[config.mk]
export PLATFORM = sky130hd
export DESIGN_NAME = mar_core
export DESIGN_NICKNAME = d
export VERILOG_FILES = /design/src/logic/mar_pkg.sv /design/src/logic/mar_alu_if.sv /design/src/logic/mar_alu.sv /design/src/logic/mar_core.sv
export SDC_FILE = /design/constraint.sdc
export NUM_CORES = 1
export LEC_CHECK = 0
export ABC_AREA = 1
export BUFFER_PORTS_ARGS = -buffer_cell sky130_fd_sc_hd__buf_2
export CORE_MARGIN = 2
export CORE_UTILIZATION = 30
export CTS_BUF_LIST = sky130_fd_sc_hd__clkbuf_8
export DETAILED_ROUTE_END_ITERATION = 12
export SLEW_MARGIN = 0
export SYNTH_ARGS = -nofsm -noshare
export SYNTH_HDL_FRONTEND = slang
export SYNTH_SLANG_ARGS = --single-unit
export TNS_END_PERCENT = 20
[constraint.sdc]
create_clock -name core_clk -period 2.4 [get_ports core_clk]
set_clock_uncertainty 0.15 [all_clocks]
set_input_delay 0.48 -clock core_clk [delete_from_list [all_inputs] [get_ports core_clk]]
set_output_delay 0.48 -clock core_clk [all_outputs]
set_load 0.005 [all_outputs]
[src/logic/mar_pkg.sv]
// package of constants and types for the rotate/subtract/swap/power-down execution block
//
// Contract
// RULE1 - the power-down instruction clears the watchdog counter to zero and clears its prescaler.
// RULE2 - the power-down instruction sets timeout_flag_n to one, clears powerdown_flag_n, and leaves port_wake_flag alone.
// RULE3 - after the flag update the power-down instruction enters the low-power state with the oscillator halted.
// RULE4 - rotate_left_op shifts the file value left one place through carry and changes only carry.
// RULE5 - rotate_right_op shifts the file value right one place through carry and changes only carry.
// RULE6 - subtract_acc_from_file_op computes file minus accumulator in two's complement and updates carry, digit carry, zero.
// RULE7 - nibble_exchange_op moves file bits 3:0 to result 7:4 and 7:4 to 3:0 and changes no flag.
// RULE8 - a destination bit of zero sends the result to the accumulator, one writes it back to the file register.
// RULE9 - left rotate takes old carry into bit 0 and bit 7 out to carry; right rotate takes carry into bit 7, bit 0 out.
// RULE10 - subtract sets carry and digit carry when there is no borrow, and zero when the result is zero.
package mar_pkg;

    // ======================================================
    // widths, reset and sleep values, destination codes and nibble offsets
    localparam int DATA_W = 8;
    localparam int ADDR_W = 5;
    localparam int WATCHDOG_W = 8;
    localparam int PRE_W = 8;
    localparam logic [7:0] WATCHDOG_CLEAR = 8'h00;
    localparam logic [7:0] PRE_CLEAR = 8'h00;
    localparam logic [7:0] ACC_RESET = 8'h00;
    localparam logic TIMEOUT_N_RESET = 1'h1;
    localparam logic POWERDOWN_N_RESET = 1'h1;
    localparam logic TIMEOUT_N_SLEEP = 1'h1;
    localparam logic POWERDOWN_N_SLEEP = 1'h0;
    localparam logic DEST_ACC = 1'h0;
    localparam logic DEST_FILE = 1'h1;
    localparam int NIB_LO = 0;
    localparam int NIB_HI = 4;

    // ======================================================
    // operation codes
    typedef enum logic [2:0] {
        MAR_OP_NONE,
        MAR_OP_ROTATE_LEFT,
        MAR_OP_ROTATE_RIGHT,
        MAR_OP_SUBTRACT,
        MAR_OP_NIBBLE_EXCHANGE,
        MAR_OP_SLEEP
    } mar_op_e;

    typedef enum logic [1:0] {
        MAR_RUN,
        MAR_SLEEPING
    } mar_state_e;

endpackage

[src/logic/mar_alu_if.sv]
// interface carrying operands and result between the control and the arithmetic unit
`timescale 1ns/1ps
interface mar_alu_if;
    mar_pkg::mar_op_e op;
    logic [7:0] file_val;
    logic [7:0] acc_val;
    logic carry_in;
    logic [7:0] result;
    logic carry_out;
    logic digit_carry_out;
    logic zero_out;
    logic carry_we;
    logic digit_carry_we;
    logic zero_we;
    logic result_valid;

    modport ctl (output op, output file_val, output acc_val, output carry_in,
        input result, input carry_out, input digit_carry_out, input zero_out,
        input carry_we, input digit_carry_we, input zero_we, input result_valid);
    modport alu (input op, input file_val, input acc_val, input carry_in,
        output result, output carry_out, output digit_carry_out, output zero_out,
        output carry_we, output digit_carry_we, output zero_we, output result_valid);
endinterface

[src/logic/mar_alu.sv]
// combinational arithmetic unit for rotate, subtract and nibble exchange
`timescale 1ns/1ps
module mar_alu (
    mar_alu_if.alu a
);
    logic [8:0] diff;
    logic [4:0] ldiff;

    // ======================================================
    // result and flag strobes
    always_comb begin
        diff = {1'b0, a.file_val} - {1'b0, a.acc_val};
        ldiff = {1'b0, a.file_val[3:0]} - {1'b0, a.acc_val[3:0]};
        a.result = a.file_val;
        a.carry_out = a.carry_in;
        a.digit_carry_out = 1'b0;
        a.zero_out = 1'b0;
        a.carry_we = 1'b0;
        a.digit_carry_we = 1'b0;
        a.zero_we = 1'b0;
        a.result_valid = 1'b0;
        case (a.op)
            mar_pkg::MAR_OP_ROTATE_LEFT: begin
                a.result = {a.file_val[6:0], a.carry_in}; // [RULE4] [RULE9]
                a.carry_out = a.file_val[7]; // [RULE9]
                a.carry_we = 1'b1; // [RULE4]
                a.result_valid = 1'b1;
            end
            mar_pkg::MAR_OP_ROTATE_RIGHT: begin
                a.result = {a.carry_in, a.file_val[7:1]}; // [RULE5] [RULE9]
                a.carry_out = a.file_val[0]; // [RULE9]
                a.carry_we = 1'b1; // [RULE5]
                a.result_valid = 1'b1;
            end
            mar_pkg::MAR_OP_SUBTRACT: begin
                a.result = diff[7:0]; // [RULE6]
                a.carry_out = ~diff[8]; // [RULE10]
                a.digit_carry_out = ~ldiff[4]; // [RULE10]
                a.zero_out = (diff[7:0] == 8'h00); // [RULE10]
                a.carry_we = 1'b1; // [RULE6]
                a.digit_carry_we = 1'b1;
                a.zero_we = 1'b1;
                a.result_valid = 1'b1;
            end
            mar_pkg::MAR_OP_NIBBLE_EXCHANGE: begin
                a.result = {a.file_val[mar_pkg::NIB_LO +: 4], a.file_val[mar_pkg::NIB_HI +: 4]}; // [RULE7]
                a.result_valid = 1'b1;
            end
            default: begin
                a.result = a.file_val;
            end
        endcase
    end
endmodule

[src/logic/mar_core.sv]
// execution block top: operation issue, destination steering, flags, watchdog clear and sleep
`timescale 1ns/1ps
module mar_core (
    input wire logic core_clk,
    input wire logic arst_n,
    input wire logic op_valid,
    input wire mar_pkg::mar_op_e op_code,
    input wire logic dest_sel,
    input wire logic [4:0] file_addr,
    input wire logic [7:0] file_rdata,
    input wire logic wake_req,
    input wire logic watchdog_tick,
    input wire logic port_wake_set,
    output logic op_ready,
    output logic [7:0] acc,
    output logic file_we,
    output logic [4:0] file_waddr,
    output logic [7:0] file_wdata,
    output logic carry_flag,
    output logic digit_carry_flag,
    output logic zero_flag,
    output logic timeout_flag_n,
    output logic powerdown_flag_n,
    output logic port_wake_flag,
    output logic [7:0] watchdog_counter,
    output logic [7:0] watchdog_prescaler,
    output logic osc_run
);
    typedef struct packed {
        mar_pkg::mar_state_e st;
        logic [7:0] acc;
        logic fwe;
        logic [4:0] fwa;
        logic [7:0] fwd;
        logic c;
        logic dcy;
        logic z;
        logic tmo_n;
        logic pwrdn_n;
        logic pwf;
        logic [7:0] wdog;
        logic [7:0] pre;
    } mar_state_s;

    mar_state_s s_q, s_d;
    mar_alu_if alu_bus ();
    logic issue;

    // ======================================================
    // arithmetic unit
    assign alu_bus.op = op_code;
    assign alu_bus.file_val = file_rdata;
    assign alu_bus.acc_val = s_q.acc;
    assign alu_bus.carry_in = s_q.c;
    mar_alu u_alu (
        .a(alu_bus.alu)
    );

    // ======================================================
    // next state
    assign op_ready = (s_q.st == mar_pkg::MAR_RUN);
    assign issue = op_valid & op_ready;

    always_comb begin
        s_d = s_q;
        s_d.fwe = 1'b0;
        if (port_wake_set) begin
            s_d.pwf = 1'b1;
        end
        case (s_q.st)
            mar_pkg::MAR_RUN: begin
                // watchdog keeps counting while running
                if (watchdog_tick) begin
                    s_d.pre = s_q.pre + 8'h01;
                    if (s_q.pre == 8'hFF) begin
                        s_d.wdog = s_q.wdog + 8'h01;
                    end
                end
                if (issue && op_code == mar_pkg::MAR_OP_SLEEP) begin
                    s_d.wdog = mar_pkg::WATCHDOG_CLEAR; // [RULE1]
                    s_d.pre = mar_pkg::PRE_CLEAR; // [RULE1]
                    s_d.tmo_n = mar_pkg::TIMEOUT_N_SLEEP; // [RULE2]
                    s_d.pwrdn_n = mar_pkg::POWERDOWN_N_SLEEP; // [RULE2]
                    s_d.st = mar_pkg::MAR_SLEEPING; // [RULE3]
                end else if (issue && alu_bus.result_valid) begin
                    if (dest_sel == mar_pkg::DEST_ACC) begin
                        s_d.acc = alu_bus.result; // [RULE8]
                    end else begin
                        s_d.fwe = 1'b1; // [RULE8]
                        s_d.fwa = file_addr;
                        s_d.fwd = alu_bus.result;
                    end
                    if (alu_bus.carry_we) begin
                        s_d.c = alu_bus.carry_out; // [RULE4] [RULE5] [RULE6]
                    end
                    if (alu_bus.digit_carry_we) begin
                        s_d.dcy = alu_bus.digit_carry_out; // [RULE6]
                    end
                    if (alu_bus.zero_we) begin
                        s_d.z = alu_bus.zero_out; // [RULE6]
                    end
                end
            end
            mar_pkg::MAR_SLEEPING: begin
                // oscillator halted; only a wake request resumes
                if (wake_req) begin
                    s_d.st = mar_pkg::MAR_RUN;
                end
            end
            default: begin
                s_d.st = mar_pkg::MAR_RUN;
            end
        endcase
    end

    // ======================================================
    // state register
    always_ff @(posedge core_clk or negedge arst_n) begin
        if (!arst_n) begin
            s_q <= '0;
            s_q.st <= mar_pkg::MAR_RUN;
            s_q.acc <= mar_pkg::ACC_RESET;
            s_q.tmo_n <= mar_pkg::TIMEOUT_N_RESET;
            s_q.pwrdn_n <= mar_pkg::POWERDOWN_N_RESET;
        end else begin
            s_q <= s_d;
        end
    end

    // ======================================================
    // outputs
    assign acc = s_q.acc;
    assign file_we = s_q.fwe;
    assign file_waddr = s_q.fwa;
    assign file_wdata = s_q.fwd;
    assign carry_flag = s_q.c;
    assign digit_carry_flag = s_q.dcy;
    assign zero_flag = s_q.z;
    assign timeout_flag_n = s_q.tmo_n;
    assign powerdown_flag_n = s_q.pwrdn_n;
    assign port_wake_flag = s_q.pwf;
    assign watchdog_counter = s_q.wdog;
    assign watchdog_prescaler = s_q.pre;
    assign osc_run = (s_q.st == mar_pkg::MAR_RUN); // [RULE3]

    // ======================================================
    // checks
    // all checks sample on the core clock and rest while reset is held
    property p_sleep_clear;
        @(posedge core_clk) disable iff (!arst_n)
        (issue && op_code == mar_pkg::MAR_OP_SLEEP) |=> (watchdog_counter == 8'h00 && watchdog_prescaler == 8'h00);
    endproperty
    sleep_wdog_clear_a: assert property (p_sleep_clear) else $error("watchdog not cleared by sleep"); // [RULE1]
    sleep_flags_a: assert property (@(posedge core_clk) disable iff (!arst_n) // [RULE2]
        (issue && op_code == mar_pkg::MAR_OP_SLEEP) |=>
        (timeout_flag_n && !powerdown_flag_n && port_wake_flag == ($past(port_wake_flag) | $past(port_wake_set))))
        else $error("sleep flags wrong");
    osc_halt_a: assert property (@(posedge core_clk) disable iff (!arst_n) // [RULE3]
        (issue && op_code == mar_pkg::MAR_OP_SLEEP) |=> (!osc_run && !op_ready))
        else $error("oscillator not halted");
    // halted core: no counting and no writes until a wake request
    halt_hold_a: assert property (@(posedge core_clk) disable iff (!arst_n) // [RULE3]
        (!osc_run && !wake_req) |=> (!osc_run && !op_ready && !file_we && $stable(watchdog_prescaler)))
        else $error("core ran while halted");
    wake_resume_a: assert property (@(posedge core_clk) disable iff (!arst_n) // [RULE3]
        (!osc_run && wake_req) |=> (osc_run && op_ready))
        else $error("core not resumed by wake request");
    rotl_flags_a: assert property (@(posedge core_clk) disable iff (!arst_n) // [RULE4]
        (issue && op_code == mar_pkg::MAR_OP_ROTATE_LEFT) |=>
        (carry_flag == $past(file_rdata[7]) && zero_flag == $past(zero_flag) && $stable(digit_carry_flag)))
        else $error("rotate left flag error");
    rotr_flags_a: assert property (@(posedge core_clk) disable iff (!arst_n) // [RULE5]
        (issue && op_code == mar_pkg::MAR_OP_ROTATE_RIGHT) |=>
        (carry_flag == $past(file_rdata[0]) && $stable(zero_flag) && $stable(digit_carry_flag)))
        else $error("rotate right flag error");
    sub_value_a: assert property (@(posedge core_clk) disable iff (!arst_n) // [RULE6]
        (issue && op_code == mar_pkg::MAR_OP_SUBTRACT && dest_sel == 1'b0) |=>
        (acc == 8'($past(file_rdata) - $past(acc)) && zero_flag == (acc == 8'h00)))
        else $error("subtract result wrong");
    sub_borrow_a: assert property (@(posedge core_clk) disable iff (!arst_n) // [RULE10]
        (issue && op_code == mar_pkg::MAR_OP_SUBTRACT) |=>
        (carry_flag == ($past(file_rdata) >= $past(acc)) &&
        digit_carry_flag == ($past(file_rdata[3:0]) >= $past(acc[3:0]))))
        else $error("subtract borrow flags wrong");
    swap_value_a: assert property (@(posedge core_clk) disable iff (!arst_n) // [RULE7]
        (issue && op_code == mar_pkg::MAR_OP_NIBBLE_EXCHANGE && dest_sel) |=>
        (file_we && file_wdata == {$past(file_rdata[3:0]), $past(file_rdata[7:4])} && $stable(carry_flag)
        && $stable(zero_flag) && $stable(digit_carry_flag)))
        else $error("nibble exchange wrong");
    dest_acc_a: assert property (@(posedge core_clk) disable iff (!arst_n) // [RULE8]
        (issue && alu_bus.result_valid && !dest_sel) |=> !file_we)
        else $error("file written for accumulator destination");
    rotl_data_a: assert property (@(posedge core_clk) disable iff (!arst_n) // [RULE9]
        (issue && op_code == mar_pkg::MAR_OP_ROTATE_LEFT && dest_sel) |=>
        (file_wdata == {$past(file_rdata[6:0]), $past(carry_flag)} && file_waddr == $past(file_addr)))
        else $error("rotate left data wrong");
    rotr_data_a: assert property (@(posedge core_clk) disable iff (!arst_n) // [RULE9]
        (issue && op_code == mar_pkg::MAR_OP_ROTATE_RIGHT && !dest_sel) |=>
        (acc == {$past(carry_flag), $past(file_rdata[7:1])} && !file_we))
        else $error("rotate right data wrong");
    dest_file_a: assert property (@(posedge core_clk) disable iff (!arst_n) // [RULE8]
        (issue && alu_bus.result_valid && dest_sel) |=>
        (file_we && file_waddr == $past(file_addr) && $stable(acc)))
        else $error("file write-back missing");
    sub_file_a: assert property (@(posedge core_clk) disable iff (!arst_n) // [RULE6]
        (issue && op_code == mar_pkg::MAR_OP_SUBTRACT && dest_sel) |=>
        (file_wdata == 8'($past(file_rdata) - $past(acc)) && zero_flag == (file_wdata == 8'h00)))
        else $error("subtract write-back wrong");
    swap_acc_a: assert property (@(posedge core_clk) disable iff (!arst_n) // [RULE7]
        (issue && op_code == mar_pkg::MAR_OP_NIBBLE_EXCHANGE && !dest_sel) |=>
        (acc == {$past(file_rdata[3:0]), $past(file_rdata[7:4])} && $stable(carry_flag)
        && $stable(zero_flag) && $stable(digit_carry_flag)))
        else $error("nibble exchange to accumulator wrong");
    // scenarios worth seeing at least once
    cov_sleep_c: cover property (@(posedge core_clk) disable iff (!arst_n)
        issue && op_code == mar_pkg::MAR_OP_SLEEP ##[1:20] wake_req);
    cov_sub_zero_c: cover property (@(posedge core_clk) disable iff (!arst_n)
        issue && op_code == mar_pkg::MAR_OP_SUBTRACT ##1 zero_flag);
    cov_rotr_file_c: cover property (@(posedge core_clk) disable iff (!arst_n)
        issue && op_code == mar_pkg::MAR_OP_ROTATE_RIGHT && dest_sel);
    cov_swap_acc_c: cover property (@(posedge core_clk) disable iff (!arst_n)
        issue && op_code == mar_pkg::MAR_OP_NIBBLE_EXCHANGE && !dest_sel);
    cov_sub_borrow_c: cover property (@(posedge core_clk) disable iff (!arst_n)
        issue && op_code == mar_pkg::MAR_OP_SUBTRACT ##1 !carry_flag);
endmodule

==> results of run 1 <==
## layout make-up
type	instances	area, µm²
fill	1073	6750
multi-input combinational	277	1430
sequential	44	1100
timing repair buffer	70	358
inverter	63	239
tap	136	170
clock buffer	6	82.6
clock inverter	2	11.3
## routing by layer
| layer | wire length (µm) | up-vias | track usage (%) |
|---|---|---|---|
| met4 | 104 | 2 | 4.14 |
| met3 | 409 | 8 | 2.72 |
| met1 | 3430 | 1260 | 18.2 |
| li1 | - | 1399 | - |
| met2 | 3610 | 79 | 23.7 |
| met5 | 13 | - | 0 |
## worst max-delay path, delay by kind of cell
| kind | cells | cell delay, ns |
|---|---|---|
| buffers and inverters | 3 | 0.29 |
| and+or+nand+nor | 6 | 0.52 |
| AOI/OAI and AO/OA | 1 | 0.22 |
| adders and majority gates | 2 | 0.59 |
## layout by cell type (no fill, tap or decap), types with 8 or more instances in the layout
cell type,netlist,final
o21ai_0,22,22
nand2_1,115,115
ha_1,11,11
nand3_1,42,42
a21oi_1,8,8
o22ai_1,10,10
dfrtp_1,43,43
nor3_1,9,9
inv_1,58,59
nor2_1,28,28
buf_2,1,67
## worst paths after layout
path,startpoint,endpoint,slack (ns),cells after the start
setup / recovery,file_rdata[0],acc[4],0.40,12
hold / removal,arst_n,watchdog_counter[0],0.01,1
setup reg to reg,watchdog_prescaler[0],watchdog_counter[3],0.41,9
hold reg to reg,powerdown_flag_n,powerdown_flag_n,0.30,2
max in group asynchronous,arst_n,file_waddr[0],1.51,2
min in group core_clk,wake_req,s_q[44],0.21,2
## report_power, final
group          leakage (nW)  switching [mW]  total (mW)  internal, mW
registers             0.548           0.151        1.08         0.926
clock network        0.0486           0.268       0.498         0.230
logic                  1.26           0.591       0.997         0.406
## sequential cells by signal, indices dropped and copies added, names as in the netlist
register,count
file_wdata,8
file_waddr,5
acc,8
carry_flag,1
watchdog_prescaler,8
powerdown_flag_n,1
watchdog_counter,8
zero_flag,1
file_we,1
port_wake_flag,1
s_q,1
digit_carry_flag,1
## cells by family (layout without fill, tap and decap cells)
| family | Yosys count | in the layout |
|---|---|---|
| AO/OA/AOI/OAI | 43 | 43 |
| XOR/XNOR | 3 | 3 |
| adder cells (fa/ha/maj) | 12 | 12 |
| buffers and inverters | 106 | 141 |
| flip-flops | 44 | 44 |
| multiplexers | 1 | 1 |
| other | 1 | 1 |
| AND/OR/NAND/NOR | 217 | 217 |
==> metrics.md, run 1 <==
| Metric | Value |
|---|---|
| Status | `completed` |
| TritonCTS clock tree | `yes` |
| Core Box Area | `0.0101 mm²` |
| Clock transition at the registers of the reported paths | `0.09 ns` |
| Max clock buf depth | `2` |
| HP Class | `in -> async` |
| Die H | `105 µm` |
| Worst path slowest cell | `fa_1` |
| Vias | `2748` |
| Diodes inserted | `0` |
| Post-synthesis simple-gate area fraction | `32.1%` |
| Initial Util | `30.5%` |
| Worst Path Max Fanout | `5` |
| Most used DFF post-synth | `dfrtp_1` |
| Slew Limit Fails | `0` |
| Compound-gate portion of the synthesized area | `7.53%` |
| Worst-margin pin slew | `0.600 ns` |
| Ys Warns | `0` |
| Final #Nets | `496` |
| Post-CTS sizing | `0` |
| Distinct cells, synth | `32` |
| IO Pins | `69` |
| Final Power | `2.57 mW` |
| WP data required | `2.49 ns` |
| Sequential share of the synthesized area | `35.7%` |
| Total Neg Setup Slack | `0 ns` |
| Post-CTS Setup Bufs | `0` |
| Cell repeated most along the worst path | `nand2_1` |
| Leakage | `1.85 nW` |
| Placed cell area | `0.00329 mm²` |
| Mux share of post-synthesis cell area | `0.364%` |
| Post-Synth XOR/XNOR Area | `0.850%` |
| Final-report hold violation count | `0` |
| Synth top area share | `34.8%` |
| Final Non-Filler Cells | `598` |
| Clk sinks | `44` |
| Ys async rst share | `100%` |
| Largest net degree at the start of global routing | `23` |
| Hpwl dp | `5920 µm` |
| Worst hold margin | `0.00977 ns` |
| Top cells by count, synth | `115 x nand2_1, 58 x inv_1, 43 x dfrtp_1` |
| Initial drt markers | `146` |
| Drc violations | `0` |
| FP Rows | `37` |
| CP arrival | `2.09 ns` |
| Largest family of logic cells by synthesized area | `simple AND/OR/NAND/NOR gates` |
| Die X | `105 µm` |
| Remaining global-route overflow | `0` |
| Total GRT Usage | `14.0%` |
| Final Instance Area | `0.00339 mm²` |
| Clock Latency Late Sink | `0.30 ns` |
| Area Overhead vs Synth | `9.64%` |
| Final Setup Violations | `0` |
| WS Path Type | `in -> reg` |
| Vias per inst | `4.60` |
| Max-Cap Viols | `0` |
| DP Worst Slack | `0.0939 ns` |
| Worst slew margin | `59.7%` |
| CTS Hold Buffers Added | `0` |
| Share of layout cells above drive strength 1 | `21.4%` |
| Pwr/cell area | `759 mW/mm²` |
| PnR worst setup slack | `0.399 ns` |
| Post-route ant nets | `0` |
| Fmax | `0.500 GHz` |
| Yosys reg bits | `44` |
| Unrepaired setup endpoints after global routing | `no` |
| Mean Syn Cell Area | `7.24 µm²` |
| Vias in the first global route | `2672` |
| Maximum vdd drop | `0.342 mV` |
| H-tree levels | `2` |
| Avg WL per Cell | `12.7 µm` |
| Crit path cell chain | `buf_2 -> inv_1 -> ha_1 -> inv_1 -> fa_1 -> nand2_1 -> nand2_1 -> nand2_1 -> nand2_1 -> o21ai_0 -> nand3_1 -> nand2_1` |
| Inst Count DP | `590` |
| Final core occ | `33.4%` |
| Synth Area in Adders | `5.10%` |
| Min Clock Period, post-route | `2.00 ns` |
| Post-synth EDFFs | `0` |
| Fin crit share | `83.4%` |
| Syn nets | `462` |
| Crit. End Element | `flop` |
| Root buf cell | `clkbuf_8` |
| Input/output buffers | `67` |
| Final GP Congestion | `0.907` |
| Die area | `0.0111 mm²` |
| Mapped cell area | `0.00309 mm²` |
| Largest stage delay, worst path | `0.42 ns` |
| Drt first pass iters | `4` |
| Gate Count Post-Synth | `427` |
| Post-Route WL | `7570 µm` |
| Dominant cell type by area after synthesis | `dfrtp_1` |
| First-pass GRT wire length | `12700 µm` |
| Initial antenna violation count | `1` |
| Startpoint Class | `primary input` |
| Top-count cell post-synth | `nand2_1` |
| Synth area leaders | `dfrtp_1 35%, nand2_1 14%, buf_4 10%, inv_1 7.0%, nand3_1 6.8%` |
| Total CTS buffers | `5` |
Note: power is estimated with default switching activity, not from simulation.
==> run 2, diff against run 1 <==
clock period = 1.7 ns   (was 2.4 ns; I/O delays follow)
==> metrics.md, run 2 (same netlist as run 1, synthesis figures left out) <==
| Metric | Value |
|---|---|
| Vias in the first global route | `2797` |
| Drc violations | `0` |
| Clock Latency Late Sink | `0.30 ns` |
| Post-route ant nets | `0` |
| Leakage | `2.13 nW` |
| Net switching power figure | `1.62 mW` |
| Pwr/cell area | `1030 mW/mm²` |
| Worst Path Max Fanout | `2` |
| Placed cell area | `0.00367 mm²` |
| Core Box Area | `0.0101 mm²` |
| Slew Limit Fails | `0` |
| IO Pins | `69` |
| Comb power frac | `46.6%` |
| Maximum vdd drop | `0.719 mV` |
| Min Clock Period, post-route | `1.80 ns` |
| Crit path cell chain | `ha_2 -> inv_2 -> fa_2 -> inv_2 -> nand3_1 -> nor2_1 -> nand3_1 -> nor2_1 -> nand3_1 -> nand2_1` |
| Filler cells | `1051` |
| DP Worst Slack | `-0.335 ns` |
| Drt first pass iters | `4` |
| Area Overhead vs Synth | `29.6%` |
| Final-report hold violation count | `0` |
| Die area | `0.0111 mm²` |
| Unrepaired setup endpoints after global routing | `yes` |
| Diodes inserted | `0` |
| Clk sinks | `44` |
| Post-Route WL | `8150 µm` |
| CP arrival | `1.90 ns` |
| HP Start | `wake_req` |
| Status | `finished with violations` |
| Cell Int Power | `2.52 mW` |
| Total CTS buffers | `5` |
| TritonCTS clock tree | `yes` |
| Input/output buffers | `67` |
| CP top delay family | `adder cells` |
| WP data required | `1.79 ns` |
| HP Class | `in -> reg` |
| Vias per inst | `4.49` |
| WS Path Type | `reg -> reg` |
| Final Instance Area | `0.00401 mm²` |
| Worst r2r dst | `zero_flag` |
| Worst path slowest cell | `fa_2` |
| Initial drt markers | `132` |
| Commonest non-fill, non-tap cell in the layout | `nand2_1` |
| Final GP Congestion | `0.870` |
| H-tree levels | `2` |
| Initial antenna violation count | `0` |
| Hpwl dp | `6320 µm` |
| Most frequent cells in the layout | `100 x nand2_1, 67 x buf_2, 53 x buf_4` |
| Die H | `105 µm` |
| Startpoint Class | `flop` |
| Largest net degree at the start of global routing | `16` |
| Cell repeated most along the worst path | `nand3_1` |
| Worst r2r path cells | `10` |
| Largest stage delay, worst path | `0.43 ns` |
| Hold worst-path end | `s_q[44]` |
| Total GRT Usage | `14.9%` |
| FP Rows | `37` |
| Crit. End Element | `flop` |
| Clock transition at the registers of the reported paths | `0.10 ns` |
| Switch share | `39.2%` |
| Clk network pwr share | `17.0%` |
| Initial Util | `30.5%` |
| Fmax | `0.555 GHz` |
| Max-Cap Viols | `0` |
| Share of layout cells above drive strength 1 | `38.6%` |
| Max clock buf depth | `2` |
| Worst path bufs/invs | `2` |
| First-pass GRT wire length | `13500 µm` |
| Avg WL per Cell | `12.5 µm` |
| Final Setup Violations | `13` |
| Worst R2R Start | `acc[0]` |
| Vias | `2923` |
| Hold depth | `2` |
| Root buf cell | `clkbuf_8` |
| Failing checks | `setup timing` |
| Final #Nets | `549` |
| Remaining global-route overflow | `0` |
| FF-to-FF setup slack | `-0.10 ns` |
| Die X | `105 µm` |
| Fin crit share | `106%` |
| Seq pwr share | `36.4%` |
| PnR worst setup slack | `-0.101 ns` |
## run 2: changes by cell type in the layout (fill, tap and decap cells not counted), moves of 7 or more
cell	change
inv_1	-8
nand2_1	-15
inv_2	+7
buf_4	+50
nand3_2	+8
nand2_2	+15
ha_1	-7
nand3_1	-8
## run 2: cell type report
cell class                      count  area [µm²]  share of cell area, %
Clock buffer                        6        82.6                   2.06
Sequential cell                    44        1100                   27.5
Clock inverter                      2        11.3                  0.281
Timing Repair Buffer              123         774                   19.3
Tap cell                          136         170                   4.25
Inverter                           63         241                   6.03
Multi-Input combinational cell    277        1620                   40.5
## run 2: repair_timing
action,in CTS,in global routing
pin swaps,4,12
hold buffers,1,0
endpoints found under the setup margin,16,27
resized for setup,17,34
cloned,0,0
buffers inserted,0,6
hold endpoints to repair,8,0
## run 2: worst max path at each step
stage,from,end,slack (ns),cells past startpoint
after floorplan,file_rdata[0],acc[1],-0.01,10
after global placement,file_rdata[0],file_wdata[2],-0.31,11
after detailed placement,file_rdata[0],acc[2],-0.34,11
after CTS,acc[0],zero_flag,-0.10,12
after global routing,acc[0],file_wdata[6],-0.20,10
final,acc[0],zero_flag,-0.10,10
## run 2: worst register-to-register path, stage by stage, from the launching register on
cell and delay [ns]:
dfrtp_1 0.41, ha_2 0.18, inv_2 0.05, fa_2 0.43
inv_2 0.07, nand3_1 0.08, nor2_1 0.09, nand3_1 0.08
nor2_1 0.09, nand3_1 0.07, nand2_1 0.06
## run 2: power by group through the flow
stage	sequential, mW	clock (mW)	combinational [mW]
global placement	1.52	0	1.66
detailed placement	1.52	0	1.68
global route	1.54	0.785	2.20
floorplan	1.48	0	1.25
CTS	1.51	0.745	1.77
finish	1.51	0.706	1.93
## run 2: per-layer routing
layer  GRT usage (%)  part of all wire [%]  vias to the layer above
li1                -                     -                     1491
met1            20.0                    45                     1341
met2            25.1                    48                       85
met5               0                     0                        -
met4            3.29                   1.1                        0
met3            2.54                   5.8                        6
## run 2: stage by stage
step	setup TNS (ns)	util (%)	hold slack, ns	total power, mW	std cells
4_1_cts	-0.750	37.9	0.0728	4.02	645
6_report	-0.646	39.5	0.0795	4.15	651
2_1_floorplan	-0.0149	-	-0.106	2.73	427
3_5_place_dp	-3.33	36.2	0.109	3.20	636
3_3_place_gp	-2.97	36.2	0.120	3.17	636
5_1_grt	-2.39	39.5	0.0886	4.52	651
